$ cat config.mk
export PLATFORM = sky130hd
export DESIGN_NAME = ics_clock_unit
export DESIGN_NICKNAME = d
export VERILOG_FILES = /design/src/rtl/ics_pkg.sv /design/src/rtl/ics_clock_unit.sv
export SDC_FILE = /design/constraint.sdc
export NUM_CORES = 1
export LEC_CHECK = 0
export ABC_AREA = 1
export BUFFER_PORTS_ARGS = -buffer_cell sky130_fd_sc_hd__buf_2
export CAP_MARGIN = 40
export CORE_ASPECT_RATIO = 1.2
export CORE_MARGIN = 2
export CORE_UTILIZATION = 30
export DETAILED_ROUTE_END_ITERATION = 10
export SLEW_MARGIN = 20
export SYNTH_ARGS = -nofsm -noshare
export SYNTH_HDL_FRONTEND = slang
export SYNTH_SLANG_ARGS = --single-unit
$ cat constraint.sdc
create_clock -name clock -period 4 [get_ports clock]
set_input_delay 0.4 -clock clock [delete_from_list [all_inputs] [get_ports clock]]
set_output_delay 0.4 -clock clock [all_outputs]
set_load 0.03 [all_outputs]
$ cat src/rtl/ics_pkg.sv
// shared constants and types for the clock mode controller
package ics_pkg;
	typedef enum logic [2:0] {
		ICS_LL_INT,
		ICS_LL_EXT,
		ICS_BYP_INT,
		ICS_BYP_EXT,
		ICS_BYP_INT_LP,
		ICS_BYP_EXT_LP,
		ICS_STOP
	} ics_mode_e;

	localparam logic [1:0] CLKSEL_LOOP     = 2'h0;
	localparam logic [1:0] CLKSEL_INTREF   = 2'h1;
	localparam logic [1:0] CLKSEL_EXTREF   = 2'h2;
	localparam int         LOOP_MULT       = 512;
	localparam int         SWITCH_CYCLES   = 4;
	localparam int         RELOCK_CYCLES   = 4;
	localparam int         ALIVE_TIMEOUT   = 64;
	localparam logic [1:0] CLKSEL_RESET    = 2'h0;
	localparam logic       REFINT_RESET    = 1'b1;
endpackage

$ cat src/rtl/ics_clock_unit.sv
// clock source mode control, source switching and clock gating
`timescale 1ns/10ps

module ics_clock_unit #(
	parameter int BUS_DIV_W = 2,
	parameter int REF_DIV_W = 3
) (
	input  wire logic                 clock,
	input  wire logic                 sys_rst,
	input  wire logic                 int_ref_tick,
	input  wire logic                 ext_ref_tick,
	input  wire logic                 loop_tick,
	input  wire logic                 div_ref_tick,
	input  wire logic [1:0]           clock_select,
	input  wire logic                 ref_select_internal,
	input  wire logic [REF_DIV_W-1:0] ref_divider,
	input  wire logic                 low_power_sel,
	input  wire logic                 debug_background_mode,
	input  wire logic                 stop_req,
	input  wire logic                 int_ref_clock_en,
	input  wire logic                 int_ref_stop_en,
	input  wire logic                 ext_ref_clock_en,
	input  wire logic                 ext_ref_stop_en,
	input  wire logic [BUS_DIV_W-1:0] bus_divider,
	output logic                      main_clock_out,
	output logic                      bus_clock_out,
	output logic                      debug_lowspeed_clock,
	output logic                      int_ref_clock_out,
	output logic                      ext_ref_clock_out,
	output logic                      loop_enable,
	output logic                      loop_relock,
	output logic [REF_DIV_W-1:0]      loop_ref_divider,
	output logic [1:0]                active_source,
	output logic [2:0]                mode_state
);
	ics_pkg::ics_mode_e mode_q, mode_d;
	logic [1:0]  src_q;
	logic [1:0]  pend_q;
	logic [3:0]  seen_q;
	logic [6:0]  wait_q;
	logic        refsel_q;
	logic [3:0]  relock_q;
	logic [7:0]  bus_cnt_q;
	logic        main_q, bus_q, dbg_q, iref_q, eref_q;

	function automatic logic src_tick(input logic [1:0] s, input logic lt, input logic it, input logic et);
		if (s == ics_pkg::CLKSEL_LOOP) return lt;
		else if (s == ics_pkg::CLKSEL_INTREF) return it;
		else return et;
	endfunction

	wire logic want_lp   = low_power_sel && !debug_background_mode;
	wire logic in_stop   = (mode_q == ics_pkg::ICS_STOP);
	wire logic new_tick  = src_tick(pend_q, loop_tick, int_ref_tick, ext_ref_tick);
	wire logic cur_tick  = src_tick(src_q, loop_tick, int_ref_tick, ext_ref_tick);
	wire logic loop_mode = (mode_q == ics_pkg::ICS_LL_INT) || (mode_q == ics_pkg::ICS_LL_EXT);
	wire logic [7:0] bus_div_n = 8'((1 << bus_divider) - 1);

	// mode follows the effective source so the state never leads the glitch-free switch
	always_comb begin
		mode_d = mode_q;
		if (stop_req) begin
			mode_d = ics_pkg::ICS_STOP;
		end else begin
			case (src_q)
				ics_pkg::CLKSEL_LOOP: begin
					mode_d = refsel_q ? ics_pkg::ICS_LL_INT : ics_pkg::ICS_LL_EXT;
				end
				ics_pkg::CLKSEL_INTREF: begin
					mode_d = want_lp ? ics_pkg::ICS_BYP_INT_LP : ics_pkg::ICS_BYP_INT;
				end
				default: begin
					if (!refsel_q && want_lp) begin
						mode_d = ics_pkg::ICS_BYP_EXT_LP;
					end else begin
						mode_d = ics_pkg::ICS_BYP_EXT;
					end
				end
			endcase
		end
	end

	always_ff @(posedge clock) begin
		if (sys_rst) mode_q <= ics_pkg::ICS_LL_INT;
		else mode_q <= mode_d;
	end

	// 11 has no source of its own and falls back to the external reference
	wire logic [1:0] sel_eff   = (clock_select == 2'h3) ? ics_pkg::CLKSEL_EXTREF : clock_select;
	wire logic       sel_new   = (sel_eff != pend_q);
	wire logic       switching = (pend_q != src_q);
	wire logic       seen_full = (seen_q == 4'(ics_pkg::SWITCH_CYCLES));
	wire logic       gave_up   = (wait_q == 7'(ics_pkg::ALIVE_TIMEOUT));

	// source switch: count edges of pending source, give up if it stays dead
	always_ff @(posedge clock) begin
		if (sys_rst) begin
			src_q  <= ics_pkg::CLKSEL_RESET;
			pend_q <= ics_pkg::CLKSEL_RESET;
		end else if (sel_new) begin
			pend_q <= sel_eff;
		end else if (switching) begin
			if (seen_full && cur_tick) begin
				src_q <= pend_q;
			end else if (gave_up) begin
				pend_q <= src_q;
			end
		end
	end

	// count saturates so the switch can wait for a whole tick of the old source
	always_ff @(posedge clock) begin
		if (sys_rst || sel_new || !switching || gave_up) begin
			seen_q <= '0;
		end else if (new_tick && !seen_full) begin
			seen_q <= seen_q + 4'h1;
		end
	end

	always_ff @(posedge clock) begin
		if (sys_rst || sel_new || !switching || gave_up) begin
			wait_q <= '0;
		end else begin
			wait_q <= wait_q + 7'h1;
		end
	end

	wire logic ref_changed = (refsel_q != ref_select_internal);
	wire logic relock_last = (relock_q == 4'h1);

	// reference select change restarts the lock after a few divided reference cycles
	always_ff @(posedge clock) begin
		if (sys_rst) begin
			refsel_q    <= ics_pkg::REFINT_RESET;
			relock_q    <= '0;
			loop_relock <= 1'b0;
		end else begin
			refsel_q    <= ref_select_internal;
			loop_relock <= 1'b0;
			if (ref_changed) relock_q <= 4'(ics_pkg::RELOCK_CYCLES);
			else if (relock_q != 4'h0 && div_ref_tick) begin
				relock_q <= relock_q - 4'h1;
				if (relock_last) loop_relock <= 1'b1;
			end
		end
	end

	wire logic run_main = !in_stop && cur_tick;
	wire logic bus_wrap = (bus_cnt_q >= bus_div_n);
	wire logic lp_mode  = (mode_q == ics_pkg::ICS_BYP_EXT_LP) || (mode_q == ics_pkg::ICS_BYP_INT_LP);
	wire logic run_dbg  = !in_stop && !lp_mode && loop_tick;
	wire logic run_iref = int_ref_tick && int_ref_clock_en && (!in_stop || int_ref_stop_en);
	wire logic run_eref = ext_ref_tick && ext_ref_clock_en && (!in_stop || ext_ref_stop_en);

	// outputs toggle on their ticks, debug only outside low power; stop freezes them, except a reference output whose clock and stop enables are both set
	always_ff @(posedge clock) begin
		if (sys_rst) main_q <= 1'b0;
		else if (run_main) main_q <= ~main_q;
	end

	// a new divide ratio is compared on the next tick, no resync
	always_ff @(posedge clock) begin
		if (sys_rst) begin
			bus_cnt_q <= '0;
			bus_q     <= 1'b0;
		end else if (run_main && bus_wrap) begin
			bus_cnt_q <= '0;
			bus_q     <= ~bus_q;
		end else if (run_main) begin
			bus_cnt_q <= bus_cnt_q + 8'h1;
		end
	end

	always_ff @(posedge clock) begin
		if (sys_rst) dbg_q <= 1'b0;
		else if (run_dbg) dbg_q <= ~dbg_q;
	end

	always_ff @(posedge clock) begin
		if (sys_rst) iref_q <= 1'b0;
		else if (run_iref) iref_q <= ~iref_q;
	end

	always_ff @(posedge clock) begin
		if (sys_rst) eref_q <= 1'b0;
		else if (run_eref) eref_q <= ~eref_q;
	end

	assign main_clock_out       = main_q;
	assign bus_clock_out        = bus_q;
	assign debug_lowspeed_clock = dbg_q;
	assign int_ref_clock_out    = iref_q;
	assign ext_ref_clock_out    = eref_q;
	assign loop_enable          = loop_mode || (mode_q == ics_pkg::ICS_BYP_INT) || (mode_q == ics_pkg::ICS_BYP_EXT);
	assign loop_ref_divider     = ref_divider;
	assign active_source        = src_q;
	assign mode_state           = mode_q;
endmodule

# Word level (Yosys, flattened, before mapping)
# Cells that the tools add are included.
[word_totals]
reg_bits = 37
latchBits = 0
mem_bits_rw = 0
mem_bits_ro = 0
input_bits = 21
out_inout_bits = 15
wordCells = 104
n_memories = 0
[op_classes]
n_addsub = 5
mul = 0
n_div = 0
order_cmp = 1
n_eq_ne = 16
shift = 1
n_mux = 17
bitwise = 7
reduce_logical = 41
[ops]
columns = ["op", "n"]
rows = [
  ["two-way mux 3 bit", 5],
  ["logical AND 1 bit", 13],
  ["two-way mux 2 bit", 5],
  ["== test 3 bit (second input constant)", 3],
  ["logical OR 1 bit", 9],
  ["adder 8 x 1 -> 8 bit (second input constant)", 1],
  [">= comparator 8 bit", 1],
  ["left shift 1 x 2 -> 8 bit (first input constant)", 1],
  ["subtractor 8 x 2 -> 8 bit (second input constant)", 1],
  ["adder 7 x 1 -> 7 bit (second input constant)", 1],
  ["== test 7 bit (second input constant)", 1],
  ["inverter 1 bit", 7],
  ["== test 3 x 2 -> 1 bit (second input constant)", 2],
  ["logical NOT 1 bit", 6],
  ["two-way mux 1 bit", 6],
  ["one-hot mux 3 bit (2 select lines)", 1],
  ["AND reduction 3 bit", 2],
  ["nonzero test 2 bit", 3],
  ["OR reduction 2 bit", 3],
  ["adder 4 x 1 -> 4 bit (second input constant)", 1],
  ["== test 2 x 1 -> 1 bit (second input constant)", 2],
  ["== test 4 x 1 -> 1 bit (second input constant)", 1],
  ["== test 4 x 3 -> 1 bit (second input constant)", 1],
  ["logical NOT 2 bit", 2],
  ["other kinds (9)", 10],
]

# Longest topological paths before layout
[depth]
ltp_word = 7
ltp_mapped = 11

# Worst setup path before layout
# OpenSTA, ideal clock, no wires.
[synth_timing]
kind = "input port to flip-flop"
startpoint = "in bus_divider[1]"
endpoint = "reg bus_cnt_q[0]"
arrival_ns = 1.511
slack_ns = 2.369
stages = 9
cell_sequence = "or2_2 ha_1 inv_1 nand2_1 a21oi_1 o21ai_0 nand2_1 nand2_2 a21oi_1"
[synth_via]
elab_chain_cells = 5
[synth_rtl]
columns = ["item", "line", "rtl"]
rows = [
  ["start, declared", "ics_clock_unit.sv:24", "input wire logic [BUS_DIV_W-1:0] bus_divider,"],
  ["left shift 1 x 2 -> 8 bit", "ics_clock_unit.sv:57", "wire logic [7:0] bus_div_n = 8'((1 << bus_divider) - 1);"],
  ["subtractor 8 x 2 -> 8 bit", "ics_clock_unit.sv:57", ""],
  [">= comparator 8 bit", "ics_clock_unit.sv:149", "wire logic bus_wrap = (bus_cnt_q >= bus_div_n);"],
  ["logical AND 1 bit", "ics_clock_unit.sv:166", "end else if (run_main && bus_wrap) begin"],
  ["OR reduction 2 bit (no line)", "-", ""],
  ["end signal, assigned", "ics_clock_unit.sv:170", "bus_cnt_q <= bus_cnt_q + 8'h1;"],
  ["end, declared", "ics_clock_unit.sv:43", "logic [7:0] bus_cnt_q;"],
]
# No other way between the ends.
# A chain may end at the register's enable or synchronous reset.

# Worst setup path in the final report
[layout_timing]
startpoint = "reg src_q[1], in the netlist active_source[1]"
endpoint = "reg bus_cnt_q[6]"
[layout_via]
elab_chain_cells = 6
word_cells_on_any_way = 7
cone_classes = "eq/ne: 1; mux: 2; reduce/logical: 4"
[layout_rtl]
columns = ["item", "line", "rtl"]
rows = [
  ["start, declared", "ics_clock_unit.sv:37", "logic [1:0] src_q;"],
  ["start signal, assigned", "ics_clock_unit.sv:98", "src_q <= ics_pkg::CLKSEL_RESET;"],
  ["start signal, assigned", "ics_clock_unit.sv:104", "src_q <= pend_q;"],
  ["== test 2 x 1 -> 1 bit", "ics_clock_unit.sv:48", "else if (s == ics_pkg::CLKSEL_INTREF) return it;"],
  ["two-way mux 1 bit", "ics_clock_unit.sv:48", ""],
  ["two-way mux 1 bit (*)", "ics_clock_unit.sv:47", "if (s == ics_pkg::CLKSEL_LOOP) return lt;"],
  ["logical AND 1 bit (*)", "ics_clock_unit.sv:148", "wire logic run_main = !in_stop && cur_tick;"],
  ["logical AND 1 bit", "ics_clock_unit.sv:166", ""],
  ["OR reduction 2 bit (no line)", "-", ""],
]
# Every way passes the cells marked *; elsewhere a longest branch is shown, timed or not.

==> metrics.txt <==
Area contributors post-synth dfxtp_1 36%, nand2_1 9.6%, inv_1 8.0%; gpl congestion 0.766; sw power approximately 240 uW; unrepaired setup endpoints after global routing no; Clock Power Share 0.384; HP Start stop_req; worst hold endpoint mode_state[0]; uppermost layer routed met4; Sum Neg Setup Slack 0 ns; post_cts resized 0; insertion delay to the later sink of the worst-skew pair 0.30 ns; Synth Flop Type dfxtp_1; fin area 2380 sq um; Synth-to-Final Area Change 15.5%; IO Pins 36; initial antenna violation count 0; startpoint types flip-flop; register area share after synthesis 0.359; Max Slew Vio Count 0; Syn Inst Count 279; cells on worst reg2reg path 7; Worst VDD drop 0.132 mV; total CTS buffers 5; Crit path required time 4.17 ns; Overflow after GRT 0; Ant. Diodes 0; first-pass GRT wire length 7.25 mm; Max-Cap Viols 0; Post-Synthesis Cell Area around 2100 sq um; Setup WS post-layout 2.38 ns; Post-CTS Hold Buffers 0; gr usage total 0.123; top cells by count, synth 53 x nand2_1, 44 x inv_1, 37 x dfxtp_1; reg-to-reg startpoint active_source[1]; violation count after the first detailed-routing iteration 86; nets approximately 340; vias in the first global route 1654; clk sinks 37; Die H ~95 um; WL met1 1.93 mm; via/cell ratio 4.35; top-count cell post-synth nand2_1; share of the synthesized area in the top cell type 0.359; EDFF count, synth 0; DIE WIDTH 79.7 um; Clock Tree Root clkbuf_8; Setup crit end kind flip-flop; FP Rows 33; Net Count, Synth 311; Final Non-Filler Cells 397; Seq pwr share 0.463; share of layout cells above drive strength 1 0.203; RR Endpoint bus_cnt_q[6]; maximum clock rate 618 MHz; number of setup buffers added after CTS 0; CP max FO 11; Static Leak 0.00108 uW; Synth async-reset ratio 0; H-tree depth 2; Post-Place Setup Slack 2.13 ns; Fill cells 720; cell total after placement 389; clock-pin transition on the worst setup and hold timing paths roughly 0.09 ns; met2 wire length between 2 and 2.5 mm; Max clock buf depth 2; Period Utilization, post-route 0.405; Post-Route WL around 4.2 mm; Sw Share 0.282; Hold/Removal Path Class in2reg; WL/cell 10.5 um; pin count of the biggest net entering global routing 14; Combinational Power Share 0.154; warnings from Yosys 0; Die ar. ~7600 sq um; Setup violations, final 0; pwr/cell area 361 nW/um^2; DP Wirelength 3.18 mm; cell internal pwr 617 uW; CTS tree done; core area 6730 sq um; Setup CP Type reg2reg; #FFs+latches synth 37; fin util 0.354; Synth cell types 34; cell taking the most area after synthesis dfxtp_1; Area after DPL 2270 sq um; Residual DRC 0; DR vias 1728; Final Critical Period 1.62 ns; Hold Crit Depth 2; met3 WL ~160 um; IO buf count 29; Post-Syn Area per Cell 7.40 sq um; Hold Vio Cnt, Final 0; worst reg-to-reg setup slack 2.38 ns; Post-DRT Antenna Nets 0; DRT Pass-1 Iters 4; Initial Util 0.307; Final Skew 0.0134 ns; outcome finished clean; CP arrival 1.79 ns
## flip-flops by register name, summed over array words and instances (netlist names), 2 cells and up
register / count
bus_cnt_q: 8
seen_q: 4
active_source: 2
relock_q: 4
mode_state: 3
pend_q: 2
wait_q: 7
## worst max-delay path by stage
stage          slack, ns      endpoint             start
2_1_floorplan       2.37  bus_cnt_q[0]    bus_divider[1]
3_3_place_gp        2.16  bus_cnt_q[7]    bus_divider[1]
3_5_place_dp        2.13  bus_cnt_q[4]    bus_divider[1]
4_1_cts             2.37  bus_cnt_q[6]  active_source[1]
5_1_grt             2.20  bus_cnt_q[6]  active_source[1]
6_report            2.38  bus_cnt_q[6]  active_source[1]
## worst max-delay path, cell delays in order, from the launching register on
cell     delay [ns]
dfxtp_1        0.59
nor2_4         0.09
nand2_2        0.10
nand4_4        0.15
inv_2          0.21
nand2_1        0.12
nand2_2        0.17
a21oi_1        0.07
## layout by cell type, fill, tap and decap left out, types with 2 or more instances in the layout
cell type / n
clkbuf_8: 5
dfxtp_1: 37
nand4_1: 4
o21ai_0: 9
xor2_1: 8
nor2_1: 34
buf_2: 29
a21oi_1: 17
nand3_1: 14
a21oi_2: 2
o211ai_1: 3
inv_1: 44
nor2_4: 5
nand2_1: 53
nand2_2: 7
ha_1: 11
or2_2: 3
inv_2: 3
nand3b_1: 5
## layout make-up
cell class | count | area [sq um] | share of cell area
tap | 87 | 109 | 0.0457
sequential | 37 | 741 | 0.311
clock buffer | 5 | 68.8 | 0.0289
inverter | 48 | 180 | 0.0756
timing repair buffer | 29 | 145 | 0.0609
multi-input combinational | 188 | 1090 | 0.459
clock inverter | 3 | 46.3 | 0.0194
## power by group through the flow
stage	logic, uW	registers [uW]	clock network (uW)
after global routing	152	400	361
after CTS	133	398	341
after floorplan	95.0	414	0
after detailed placement	133	406	0
final	132	398	329
after global placement	131	406	0
## metal layers
metal  global-route usage  up-vias
met2                0.218       27
met3               0.0296        4
met5                    0        -
met4               0.0431        0
li1                     -      932
met1                0.144      765
## metrics by stage
step | total power [uW] | hold WS, ns
floorplan | 509 | 0.430
CTS | 873 | 0.303
detailed placement | 539 | 0.444
finish | 859 | 0.309
global placement | 538 | 0.443
global route | 913 | 0.316
## cells by family after synthesis
| family | count (synthesis) | share of synthesized area |
|---|---|---|
| XOR/XNOR | 9 | 0.0418 |
| adder cells (fa/ha/maj) | 11 | 0.0667 |
| flip-flops | 37 | 0.359 |
| other | 1 | 0.00182 |
| buffers and inverters | 54 | 0.112 |
| AO/OA/AOI/OAI | 36 | 0.100 |
| AND/OR/NAND/NOR | 131 | 0.319 |
Power figures use the tool's default switching activity.
